==> config.mk <==
export PLATFORM = sky130hd
export DESIGN_NAME = dram_page_seq
export DESIGN_NICKNAME = d
export VERILOG_FILES = /design/src/include/dram_seq_pkg.sv /design/src/hdl/seq_step_counter.sv /design/src/hdl/dram_page_seq.sv
export SDC_FILE = /design/constraint.sdc
export NUM_CORES = 1
export LEC_CHECK = 0
export BUFFER_PORTS_ARGS = -buffer_cell sky130_fd_sc_hd__buf_2
export CORE_UTILIZATION = 57
export DETAILED_ROUTE_END_ITERATION = 8
export PLACE_DENSITY_LB_ADDON = 0.2
export SYNTH_ARGS = -nofsm -noshare
export SYNTH_HDL_FRONTEND = slang
export SYNTH_SLANG_ARGS = --single-unit
==> constraint.sdc <==
create_clock -name ref_clk -period 2.8 [get_ports ref_clk]
set_clock_uncertainty 0.15 [all_clocks]
set_input_delay 0.14 -clock ref_clk [delete_from_list [all_inputs] [get_ports ref_clk]]
set_output_delay 0.14 -clock ref_clk [all_outputs]
set_load 0.01 [all_outputs]
==> src/include/dram_seq_pkg.sv <==
// Shared types and timing constants for the page-mode DRAM access sequencer.
// Assumes a single 25 MHz system clock; all step numbers count rising edges
// after the edge on which the sequencer enters the step's state.
`default_nettype none

package dram_seq_pkg;

  // ----------------------------------------------------------------------
  // Geometry
  // ----------------------------------------------------------------------
  localparam int BANK_CNT = 4;        // Banks, each with its own strobes
  localparam int BANK_W = 2;          // Bank index width (addr bits 21:20)
  localparam int CNT_W = 4;           // Internal sequencing counter width

  // ----------------------------------------------------------------------
  // Clock and precharge time
  // ----------------------------------------------------------------------
  localparam int CLK_PERIOD_NS = 40;  // 25 MHz system clock
  localparam int PRECHARGE_NS = 80;   // Row precharge before a delayed access
  // Least time, so round up to whole cycles
  localparam int PRECHARGE_CYC = (PRECHARGE_NS + CLK_PERIOD_NS - 1) / CLK_PERIOD_NS;
  localparam logic [CNT_W-1:0] PRE_LAST = CNT_W'(PRECHARGE_CYC - 1);

  // ----------------------------------------------------------------------
  // Step numbers inside each access state
  // ----------------------------------------------------------------------
  localparam logic [CNT_W-1:0] WR_ACK = 4'h0;  // Early acknowledge of a write
  localparam logic [CNT_W-1:0] WR_COL = 4'h1;  // Column address selected
  localparam logic [CNT_W-1:0] WR_CAS = 4'h2;  // Column strobe ends the write
  localparam logic [CNT_W-1:0] WR_END = 4'h3;  // Back to held-row idle
  localparam logic [CNT_W-1:0] PG_COL = 4'h0;  // Page write column select
  localparam logic [CNT_W-1:0] PG_CAS = 4'h1;  // Page write column strobe
  localparam logic [CNT_W-1:0] RD_COL = 4'h0;  // Read column select
  localparam logic [CNT_W-1:0] RD_CAS = 4'h1;  // Strobe, word enable, ack
  localparam logic [CNT_W-1:0] RD_END = 4'h2;  // Read finished
  localparam logic [CNT_W-1:0] BR_COL = 4'h0;  // Refill column select
  localparam logic [CNT_W-1:0] BR_ACK = 4'h4;  // Ack between words two and three
  localparam logic [CNT_W-1:0] BR_END = 4'h8;  // Refill finished after four words

  // ----------------------------------------------------------------------
  // Sequencer states
  // ----------------------------------------------------------------------
  typedef enum logic [2:0] {
    ST_IDLE,        // Plain idle, every strobe released
    ST_HELD,        // Idle with the row strobe held after a write
    ST_PRECHARGE,   // Row strobe released before a delayed access
    ST_WRITE,       // Single (or delayed) write
    ST_PAGE_WRITE,  // Fast page write on the held row
    ST_READ,        // Single (or delayed) read
    ST_BURST        // Four-word throttled refill
  } seq_state_type;

  // ----------------------------------------------------------------------
  // Carriers
  // ----------------------------------------------------------------------
  typedef struct packed {
    logic rd;                  // Read strobe
    logic wr;                  // Write strobe
    logic burst;               // Block refill request with the read strobe
    logic near_write_hint;     // Write lies in the page of the previous one
    logic a22;                 // High selects space outside DRAM
    logic [BANK_W-1:0] bank;   // Address bits 21:20
  } cpu_req_type;

  typedef struct packed {
    logic [BANK_CNT-1:0] ras;  // Row strobes, one per bank, high = asserted
    logic [BANK_CNT-1:0] cas;  // Column strobes, one per bank, high = asserted
    logic col_sel;             // Address mux: 1 = column, 0 = row
  } dram_ctl_type;

  typedef struct packed {
    logic mem_ack;               // Memory acknowledge
    logic mem_read_word_enable;  // Read word enable, one per word
  } cpu_resp_type;

endpackage : dram_seq_pkg

`default_nettype wire

==> src/hdl/seq_step_counter.sv <==
// Four-bit step counter that paces every access of the DRAM sequencer.
// Assumes clear and run come from logic on the same clock.
`default_nettype none

module seq_step_counter (
  input wire logic ref_clk,
  input wire logic nrst,
  input wire logic clear,
  input wire logic run,
  output var logic [dram_seq_pkg::CNT_W-1:0] count
);
  import dram_seq_pkg::*;

  // ----------------------------------------------------------------------
  // Counter
  // ----------------------------------------------------------------------
  // Clear wins over run so each state starts at step zero
  always_ff @(posedge ref_clk or negedge nrst) begin
    if (!nrst) begin
      count <= '0;
    end else if (clear) begin
      count <= '0;
    end else if (run) begin
      count <= count + CNT_W'(1);
    end
  end

endmodule // seq_step_counter

`default_nettype wire

==> src/hdl/dram_page_seq.sv <==
// Page-mode DRAM access sequencer: single reads, four-word refills, single,
// page and delayed writes, with the row strobe held after each write.
// Assumes processor strobes are synchronous to ref_clk and stay asserted
// until acknowledged; refresh arbitration lives outside and waits on
// cycle_in_progress.
`default_nettype none

module dram_page_seq (
  input wire logic ref_clk,
  input wire logic nrst,
  input wire dram_seq_pkg::cpu_req_type cpu_req,
  input wire logic refresh_pending,
  output var dram_seq_pkg::dram_ctl_type dram_ctl,
  output var dram_seq_pkg::cpu_resp_type cpu_resp,
  output var logic cycle_in_progress,
  output var logic row_held_flag,
  output var logic xcvr_latch_enable
);
  import dram_seq_pkg::*;

  // ----------------------------------------------------------------------
  // State and next values
  // ----------------------------------------------------------------------
  seq_state_type state;                 // Current sequencer state
  seq_state_type next_state;
  seq_state_type pend_state;            // Access waiting behind a precharge
  seq_state_type next_pend_state;
  logic [BANK_W-1:0] bank;              // Bank of the running or held access
  logic [BANK_W-1:0] next_bank;
  dram_ctl_type next_dram_ctl;
  cpu_resp_type next_cpu_resp;
  logic next_cycle_in_progress;
  logic next_row_held_flag;
  logic next_xcvr_latch_enable;
  logic [CNT_W-1:0] step;               // Step inside the current state
  logic cnt_clear;                      // Restart the step counter
  logic cnt_run;                        // Advance the step counter

  // ----------------------------------------------------------------------
  // Request decode
  // ----------------------------------------------------------------------
  // DRAM space select
  wire logic dram_rd = cpu_req.rd && !cpu_req.a22;
  wire logic dram_wr = cpu_req.wr && !cpu_req.a22;
  wire logic dram_any = dram_rd || dram_wr;
  wire logic outside_any = (cpu_req.rd || cpu_req.wr) && cpu_req.a22;
  wire logic page_wr = dram_wr && cpu_req.near_write_hint;
  wire seq_state_type req_state = dram_wr ? ST_WRITE : (cpu_req.burst ? ST_BURST : ST_READ);

  wire logic [BANK_CNT-1:0] req_bank_hot = BANK_CNT'(1) << cpu_req.bank;
  wire logic [BANK_CNT-1:0] bank_hot = BANK_CNT'(1) << bank;

  // Refill word strobes land on odd steps up to the last word
  wire logic br_word = step[0] && (step < BR_END);

  assign cnt_run = (state != ST_IDLE);
  assign cnt_clear = (state == ST_IDLE) || (next_state != state);

  // ----------------------------------------------------------------------
  // Step counter
  // ----------------------------------------------------------------------
  seq_step_counter step_counter (
    .ref_clk(ref_clk),
    .nrst(nrst),
    .clear(cnt_clear),
    .run(cnt_run),
    .count(step)
  );

  // ----------------------------------------------------------------------
  // Next-state logic
  // ----------------------------------------------------------------------
  // Strobes hold by default; acknowledge, word enable and latch are pulses
  always_comb begin
    next_state = state;
    next_pend_state = pend_state;
    next_bank = bank;
    next_dram_ctl = dram_ctl;
    next_cycle_in_progress = cycle_in_progress;
    next_row_held_flag = row_held_flag;
    next_cpu_resp = '0;
    next_xcvr_latch_enable = 1'b0;
    unique case (state)
      ST_IDLE: begin
        next_dram_ctl = '0;
        next_cycle_in_progress = 1'b0;
        next_row_held_flag = 1'b0;
        if (dram_any) begin
          next_cycle_in_progress = 1'b1;
          next_dram_ctl.ras = req_bank_hot;
          next_bank = cpu_req.bank;
          next_state = req_state;
        end
      end
      ST_HELD: begin
        // Column strobe of a page write drops here
        next_dram_ctl.cas = '0;
        next_dram_ctl.col_sel = 1'b0;
        if (outside_any) begin
          next_dram_ctl.ras = '0;
          next_row_held_flag = 1'b0;
          next_state = ST_IDLE;
        end else if (page_wr && !refresh_pending) begin
          // near write stays on the open row
          // busy and acknowledge on the next edge
          next_cycle_in_progress = 1'b1;
          next_cpu_resp.mem_ack = 1'b1;
          next_state = ST_PAGE_WRITE;
        end else if (dram_any) begin
          next_dram_ctl.ras = '0;
          next_cycle_in_progress = 1'b1;
          next_bank = cpu_req.bank;
          next_pend_state = req_state;
          next_state = ST_PRECHARGE;
        end else if (refresh_pending) begin
          // refresh makes it leave; precharge then idle
          next_dram_ctl.ras = '0;
          next_pend_state = ST_IDLE;
          next_state = ST_PRECHARGE;
        end
      end
      ST_PRECHARGE: begin
        if (step == PRE_LAST) begin
          if (pend_state == ST_IDLE) begin
            // Released for refresh; nothing to serve
            next_row_held_flag = 1'b0;
            next_state = ST_IDLE;
          end else begin
            next_dram_ctl.ras = bank_hot;
            next_state = pend_state;
          end
        end
      end
      ST_WRITE: begin
        // early acknowledge, data held by processor
        if (step == WR_ACK) begin
          next_cpu_resp.mem_ack = 1'b1;
        end
        if (step == WR_COL) begin
          next_dram_ctl.col_sel = 1'b1;
        end
        // column strobe on the fourth edge
        if (step == WR_CAS) begin
          next_dram_ctl.cas = bank_hot;
        end
        if (step == WR_END) begin
          // keep row, set flag, drop busy
          next_dram_ctl.cas = '0;
          next_dram_ctl.col_sel = 1'b0;
          next_cycle_in_progress = 1'b0;
          next_row_held_flag = 1'b1;
          next_state = ST_HELD;
        end
      end
      ST_PAGE_WRITE: begin
        if (step == PG_COL) begin
          next_dram_ctl.col_sel = 1'b1;
        end
        if (step == PG_CAS) begin
          // third edge closes the page write
          next_dram_ctl.cas = bank_hot;
          next_cycle_in_progress = 1'b0;
          next_state = ST_HELD;
        end
      end
      ST_READ: begin
        if (step == RD_COL) begin
          next_dram_ctl.col_sel = 1'b1;
        end
        if (step == RD_CAS) begin
          // latch the word for one cycle
          next_dram_ctl.cas = bank_hot;
          next_cpu_resp.mem_ack = 1'b1;
          next_cpu_resp.mem_read_word_enable = 1'b1;
          next_xcvr_latch_enable = 1'b1;
        end
        if (step == RD_END) begin
          // end clears row-held flag and busy
          next_dram_ctl = '0;
          next_cycle_in_progress = 1'b0;
          next_row_held_flag = 1'b0;
          next_state = ST_IDLE;
        end
      end
      ST_BURST: begin
        if (step == BR_COL) begin
          next_dram_ctl.col_sel = 1'b1;
        end
        next_dram_ctl.cas = br_word ? bank_hot : '0;
        next_cpu_resp.mem_read_word_enable = br_word;
        next_xcvr_latch_enable = br_word;
        if (step == BR_ACK) begin
          next_cpu_resp.mem_ack = 1'b1;
        end
        if (step == BR_END) begin
          // release row and busy at the end
          next_dram_ctl = '0;
          next_cycle_in_progress = 1'b0;
          next_row_held_flag = 1'b0;
          next_state = ST_IDLE;
        end
      end
    endcase
  end

  // ----------------------------------------------------------------------
  // State registers
  // ----------------------------------------------------------------------
  // reset lands in plain idle
  always_ff @(posedge ref_clk or negedge nrst) begin
    if (!nrst) begin
      state <= ST_IDLE;
      pend_state <= ST_IDLE;
      bank <= '0;
    end else begin
      state <= next_state;
      pend_state <= next_pend_state;
      bank <= next_bank;
    end
  end

  // ----------------------------------------------------------------------
  // Output registers
  // ----------------------------------------------------------------------
  // strobes released, flags clear under reset
  always_ff @(posedge ref_clk or negedge nrst) begin
    if (!nrst) begin
      dram_ctl <= '0;
      cpu_resp <= '0;
      cycle_in_progress <= 1'b0;
      row_held_flag <= 1'b0;
      xcvr_latch_enable <= 1'b0;
    end else begin
      dram_ctl <= next_dram_ctl;
      cpu_resp <= next_cpu_resp;
      cycle_in_progress <= next_cycle_in_progress;
      row_held_flag <= next_row_held_flag;
      xcvr_latch_enable <= next_xcvr_latch_enable;
    end
  end

endmodule // dram_page_seq

`default_nettype wire

[Yosys cells after proc, flatten, opt, wreduce, memory -nomap -nowiden]
Index checks and enable logic that the tools add are counted.
Storage, ports and cells
  bits in registers: 26
  input port bits: 10
  output and inout bits: 14
  word-level logic and storage cells: 137
Cells by class
  add/sub/neg operators: 1
  magnitude comparators: 1
  eq/ne operators: 27
  shift operators: 2
  multiplexer cells: 62
  bitwise gates (word level): 2
  reductions and logical operators: 30
Operator list (count)
  $mux 4: 12
  $mux 3: 14
  $pmux 5 s5: 1
  $pmux 3 s7: 1
  $reduce_and 7->1: 3
  $ne 2x2->1 const B: 10
  $pmux 4 s5: 1
  $mux 1: 19
  $mux 9: 2
  $ne 3x3->1 const B: 4
  $pmux 1 s6: 2
  $reduce_bool 6->1: 2
  $mux 2: 5
  $reduce_bool 5->1: 2
  $eq 3x3->1 const B: 3
  $eq 4x2->1 const B: 2
  $shl 1x2->4 const A: 2
  $eq 3x2->1 const B: 2
  $logic_and 1x1->1: 6
  $logic_not 3->1: 2
  $reduce_bool 2->1: 3
  $mux 5: 1
  $add 4x1->4 const B: 1
  $eq 4x1->1 const B: 1
  other kinds (18): 24

[Logic depth before layout (Yosys ltp)]
Gate-level depths: netlist of run 1.
  depth in word-level cells: 10
  mapped depth: 7
  depth with buffers taken out: 7

[Cells and area by module]
Synthesis of run 1 repeated with hierarchy kept, for this count alone.
Second synthesis, totals
  cell total of the unflattened synthesis: 211
  area, all modules: 1865.5 µm²
Modules (own cells, without submodules)
  dram_page_seq: times used 1, cells each 195, area an instance 1672.9 µm², sequential area each 525.5 µm²
  seq_step_counter: times used 1, cells each 16, area an instance 192.7 µm², sequential area each 100.1 µm²

[Worst setup path after synthesis of run 1]
Ideal clock, no wire load.
  path kind: reg-to-reg
  start point: register step_counter.count[1] (netlist bit)
  end point: register dram_ctl[1] (netlist bit)
  library setup time: 0.067 ns
  arrival time: 1.697 ns
  required time: 2.583 ns
  path slack: 0.886 ns
  stages on the path, launching flop included: 8
  path buffers: 0
  clock period less this slack: 1.914 ns
  cell sequence: dfrtp_1 > inv_1 > ha_1 > nor3b_2 > and2_1 > a311oi_1 > a221oi_2 > a32o_1
On the way
  word-level cells in the longest chain between the ends: 5
  elaborated cells between the ends (all ways): 14
  classes of those cells: 1 x order compare; 5 x eq/ne; 6 x mux; 2 x reduce/logical
Ends and longest elaborated chain
  from (decl): RTL line seq_step_counter.sv:10  | output var logic [dram_seq_pkg::CNT_W-1:0] count
  from (signal assigned): RTL line seq_step_counter.sv:24  | count <= count + CNT_W'(1);
  $lt 4x4->1: RTL line dram_page_seq.sv:54  | wire logic br_word = step[0] && (step < BR_END);
  $logic_and 1x1->1: RTL line dram_page_seq.sv:54
  $mux 4: RTL line dram_page_seq.sv:189  | next_dram_ctl.cas = br_word ? bank_hot : '0;
  $mux 9: RTL line dram_page_seq.sv:195  | if (step == BR_END) begin
  $pmux 5 s5: RTL line dram_page_seq.sv:83  | unique case (state)
  to (signal assigned): RTL line dram_page_seq.sv:234  | dram_ctl <= next_dram_ctl;
  to (decl): RTL line dram_page_seq.sv:13  | output var dram_seq_pkg::dram_ctl_type dram_ctl,
Parallel ways exist; a longest one is shown, timed or not. The select of a mux whose other input is x is not followed.
A chain may end at the register's enable or synchronous reset.

[Worst setup path in the final report of run 1]
Ends and elaborated chain as after synthesis.

==> results.yml, run 1 <==
run_status:
  outcome: "complete, no violations"
worst_setup_path:
  crit_path_max_incr_delay_ns: 0.50
  end_kind: "flop"
  cp.required_ns: 2.92
  path_max_fanout: 7
  cp.arrival_ns: 2.55
  worst-setup-path-type: "reg2reg"
  cp_slowest_cell: "nor3b_2"
  crit_buf_inv: 1
  cp_cell_sequence: "inv_1 > ha_1 > nor3b_2 > and2_1 > a311oi_1 > a221oi_2 > a32o_1"
  path_delay_family: "simple AND/OR/NAND/NOR gates"
  start_kind: "flop"
clock_tree:
  insertion_delay_ns: 0.32
  cts_tree: "built"
  post_cts_resized: 0
  clkTransAtPathRegs_ns: 0.14
  postCtsSetupBuffers: 0
  ctsLongestPathBuffers: 2
  htreeDepth: 1
  cts-root-buf: "clkbuf_4"
  cts_made_buffers: 3
  cts.sinks: 25
sta:
  setup_tns_ns: 0
  period_share: 0.867
  hold_viol: 0
  tightestPinTransition_ns: 0.858
  finalSetupViolCount: 0
  period_needed_ns: 2.43
  rsz0062_at_grt: "false"
  final_max_slew_viol_count: 0
  fmaxAchievable_mhz: 412
  max_slew_margin: 0.428
pwr:
  p_total_uw: 1980
  peakVddDrop_mv: 0.742
  power_density_nw_per_um2: 1010
  p_leak_uw: 0.000827
routing:
  routed.top_layer: "met4"
  wl_met3_um: 158
  first_iter_violations: 85
  routed_wirelength_um: 4010
  firstDrtPassIters: 4
  drc: 0
  viasPerCell: 6.22
  detail-route-antenna-nets: 0
  route.vias.total: 1556
  met1_length_um: 1790
  post_drt_wl_per_cell_um: 16.0
  wl_met2_um: 2030
cells_and_area:
  layout-drive-gt1-share: 0.252
  finalNetCount: 221
  syn2layout_area_growth_pct: 8.18
  fillers: 249
  regArea_um2: 626
  layout_commonest_cell: "dfrtp_1"
  multi_input_area_um2: 1030
  antenna_cells: 0
  final_cell_mix: "dfrtp_1 (25), buf_2 (23), nand2_1 (18)"
floorplanning:
  rows: 20
  die-width_um: 58.3
  io_pins: 24
  core-area_um2: 3030
  die_area_um2: 3400
  die_y_um: 58.3
  start_util: 0.596
yosys:
  synth_area_per_cell_um2: 9.65
  synth_cells: 187
  yosysWarningCount: 0
  synth.mux.area_fraction: 0.0249
  synthAdderAreaFrac: 0.0277
  async_flop_share: 1.00
  synth_edf_count: 0
  syn-cell-area_um2: 1810
  synth_compound_area_frac: 0.256
  yosysSeqAreaShare: 0.347
  synth_xor_area_frac: 0.0146
  syn_nets: 201
  ys_ff_latch: 25
  synthFlopType: "dfrtp_1"
  synth.distinct_cells: 59
  yosys.area_share.simple: 0.250
  synth_top_family_by_area: "compound AO/OA/AOI/OAI gates"
min_path:
  hold_class: "in2reg"
global_routing:
  grt-ovfl-total: 0
  antenna_found_initial: 0
  grt_pass1_vias: 1519
  grtUsageTotal: 0.269
  grt_pass1_wl_um: 7090
  grt_max_degree: 30
place:
  routabilityCongestion: 0.841
  io_buffers: 23
  dp_hpwl_um: 2960
flow_run:
  cap_violations: 0
==> sequential cells by signal (all words and copies together) (netlist names) <==
signal	cells
row_held_flag	1
step_counter.count	4
dram_ctl	9
state	3
bank	2
cpu_resp	2
cycle_in_progress	1
pend_state	3
==> repair_timing <==
action / 4_1_cts / 5_1_grt
setup endpoints to repair: 0 / 0
hold buffers: 5 / 0
hold endpoints to repair: 30 / 0
==> layout make-up <==
type                       count  area share
tap                           44      0.0282
multi-input combinational    138       0.530
timing repair buffer          29      0.0884
clock inverter                 1     0.00256
sequential                    25       0.320
clock buffer                   3      0.0115
inverter                      10      0.0192
==> kinds of logic (layout without fill, tap and decap cells) <==
kind of cell / count (synthesis) / count (layout)
DFF: 25 / 25
xor gates and xnor gates: 3 / 3
muxes: 4 / 4
and+or+nand+nor: 70 / 70
AOI/OAI and AO/OA: 57 / 57
adders and majority gates: 4 / 4
buffers and inverters: 24 / 43
==> cell usage after synthesis, drive strengths merged (4+ instances only) <==
cell    count  area (µm²)
nor3        5        30.0
nand2b      4        25.0
nand2      18        67.6
ha          4        50.1
nor2       12        55.1
dfrtp      25         626
o32ai       6        52.6
inv        10        37.5
a32o        4        40.0
nand3       4        25.0
buf        13         104
mux2        4        45.0
o21ai       7        38.8
a21oi      17        96.4
==> worst reg2reg max path, stage by stage, from the launching register on <==
cell	delay (ns)
dfrtp_1	0.43
inv_1	0.09
ha_1	0.22
nor3b_2	0.50
and2_1	0.26
a311oi_1	0.12
a221oi_2	0.37
a32o_1	0.23
==> path summary, 6_finish.rpt <==
| path | start | endpoint | slack (ns) | cells past startpoint |
|---|---|---|---|---|
| setup / recovery | step_counter.count[1] | dram_ctl[1] | 0.37 | 7 |
| hold / removal | cpu_req[6] | pend_state[2] | 0.04 | 3 |
| min in group asynchronous | nrst | dram_ctl[6] | 0.17 | 2 |
| hold reg to reg | dram_ctl[6] | dram_ctl[6] | 0.35 | 1 |
| max in group asynchronous | nrst | step_counter.count[3] | 1.96 | 2 |
| setup reg to reg | step_counter.count[1] | dram_ctl[1] | 0.37 | 7 |
==> per-layer routing <==
metal  up-vias  global-route usage
li1        748                   -
met2        41               0.476
met4         0              0.0748
met5         -                   0
met3         4              0.0313
met1       763               0.345
==> stage by stage <==
step | cells | util | hold WS, ns | cell area [µm²] | setup WS [ns]
finish | 250 | 0.645 | 0.0381 | 1950 | 0.373
detailed placement | 241 | 0.619 | 0.0104 | 1880 | 0.420
global placement | 241 | 0.619 | -0.000650 | 1880 | 0.501
floorplan | 187 | - | -0.306 | 1810 | 0.886
CTS | 250 | 0.645 | 0.0336 | 1950 | 0.390
global route | 250 | 0.645 | 0.0499 | 1950 | 0.198
==> power by group <==
| part | total, µW | leakage [µW] | internal, µW | switching [µW] |
|---|---|---|---|---|
| clock | 168 | 0.0000177 | 53.6 | 114 |
| combinational | 1080 | 0.000480 | 479 | 600 |
| sequential | 733 | 0.000329 | 496 | 237 |
| total | 1980 | 0.000827 | 1030 | 951 |
Note: power is estimated with default switching activity, not from simulation.
==> run 2: changes to the inputs <==
--- a/config.mk
+++ b/config.mk
@@ -9,6 +9,7 @@
 export CORE_UTILIZATION = 57
 export DETAILED_ROUTE_END_ITERATION = 8
 export PLACE_DENSITY_LB_ADDON = 0.2
+export REMOVE_ABC_BUFFERS = 1
 export SYNTH_ARGS = -nofsm -noshare
 export SYNTH_HDL_FRONTEND = slang
 export SYNTH_SLANG_ARGS = --single-unit
==> results.yml, run 2 (synthesis gave the netlist of run 1 again) <==
clock_tree:
  cts-root-buf: "clkbuf_4"
  htreeDepth: 1
  clkTransAtPathRegs_ns: 0.13
  cts_tree: "built"
  insertion_delay_ns: 0.32
  ctsLongestPathBuffers: 2
  cts_made_buffers: 3
  cts.sinks: 25
pwr:
  power_density_nw_per_um2: 1010
  p_total_uw: 1980
  peakVddDrop_mv: 0.498
  p_leak_uw: 0.000824
worst_setup_path:
  cp.arrival_ns: 2.44
  r2r_slack_ns: 0.42
  worst-setup-path-type: "reg2reg"
  ff2ff_path_depth: 5
  end_kind: "flop"
  reg2reg_from: "state[2]"
  start_kind: "flop"
  cp.required_ns: 2.86
  rr_endpoint: "step_counter.count[2]"
  path_max_fanout: 29
run_status:
  outcome: "complete, no violations"
sta:
  final_max_slew_viol_count: 0
  hold-worst-slack_ns: 0.0372
  fmaxAchievable_mhz: 420
  max_slew_margin: 0.418
  setup_tns_ns: 0
  period_needed_ns: 2.38
  finalSetupViolCount: 0
  hold_viol: 0
  period_share: 0.850
  rsz0062_at_grt: "false"
  fin_ws_ns: 0.419
  tightestPinTransition_ns: 0.873
global_routing:
  grt_pass1_wl_um: 6870
  grt_pass1_vias: 1471
  antenna_found_initial: 0
  grtUsageTotal: 0.264
  grt-ovfl-total: 0
  grt_max_degree: 30
floorplanning:
  core-area_um2: 3030
  die-width_um: 58.3
  die_y_um: 58.3
  rows: 20
  io_pins: 24
  die_area_um2: 3400
  start_util: 0.596
min_path:
  min_to: "pend_state[2]"
  worstHoldStart: "cpu_req[6]"
  whs_path_depth: 3
  hold_class: "in2reg"
place:
  pre_cts_ws_ns: 0.466
  dp_hpwl_um: 2900
  io_buffers: 23
  routabilityCongestion: 0.874
cells_and_area:
  fillers: 253
  layout-drive-gt1-share: 0.248
  finalNetCount: 221
  reg.largest.list: "dram_ctl x9, step_counter.count x4"
  final_cell_mix: "dfrtp_1 (25), buf_2 (23), nand2_1 (18)"
  layout_commonest_cell: "dfrtp_1"
  syn2layout_area_growth_pct: 8.11
  antenna_cells: 0
  largest_register_ffs: 9
  regMostFlops: "dram_ctl"
routing:
  detail-route-antenna-nets: 0
  routed_wirelength_um: 3980
  viasPerCell: 6.22
  drc: 0
  first_iter_violations: 136
  post_drt_wl_per_cell_um: 15.9
  route.vias.total: 1556
  firstDrtPassIters: 4
flow_run:
  cap_violations: 0
## run 2: cell count changes in the layout (fill, tap and decap cells not counted)
cell / previous run / this run
clkinv_2: 1 / 0
clkbuf_1: 0 / 1
## run 2: layer usage
layer	vias to the layer above	global-route usage	share of wire
li1	744	-	-
met1	732	0.345	0.43
met2	69	0.438	0.50
met3	11	0.0335	0.051
met4	0	0.112	0.020
met5	-	0	0
## run 2: per-stage QoR
step,cells,cell area (µm²),util
5_1_grt,250,1950,0.645
3_3_place_gp,241,1880,0.619
4_1_cts,250,1950,0.645
2_1_floorplan,173,1700,-
3_5_place_dp,241,1880,0.619
6_report,250,1950,0.645
## run 2: how the worst max path moves through the flow
stage,from,end,cells after the start,slack (ns)
floorplan,state[0],dram_ctl[1],5,0.76
global placement,state[2],dram_ctl[4],5,0.53
detailed placement,state[2],step_counter.count[2],5,0.47
CTS,state[2],step_counter.count[2],5,0.42
global route,state[2],dram_ctl[4],5,0.25
finish,state[2],step_counter.count[2],5,0.42
## run 2: final cells by class
| class | instances | area (µm²) | area share |
|---|---|---|---|
| sequential | 25 | 626 | 0.321 |
| clock buffer | 4 | 26.3 | 0.0135 |
| multi-input combinational | 138 | 1030 | 0.530 |
| tap | 44 | 55.1 | 0.0282 |
| inverter | 10 | 37.5 | 0.0192 |
| timing repair buffer | 29 | 173 | 0.0885 |
## run 2: repair_timing
item                      CTS  global route
hold endpoints to repair   30             0
hold buffers                5             0
resized for setup           0             0
buffers inserted            0             0
## run 2: critical path: stages (launching register included)
cell and delay (ns):
dfrtp_1 0.73, nand3b_1 0.37, a21oi_2 0.38, nand4b_1 0.20, a21oi_2 0.10, nor4_1 0.33
## run 2: where the power goes
part | internal [µW] | switching [µW] | total [µW]
registers | 496 | 233 | 729
logic | 477 | 609 | 1090
clock network | 55.8 | 107 | 163
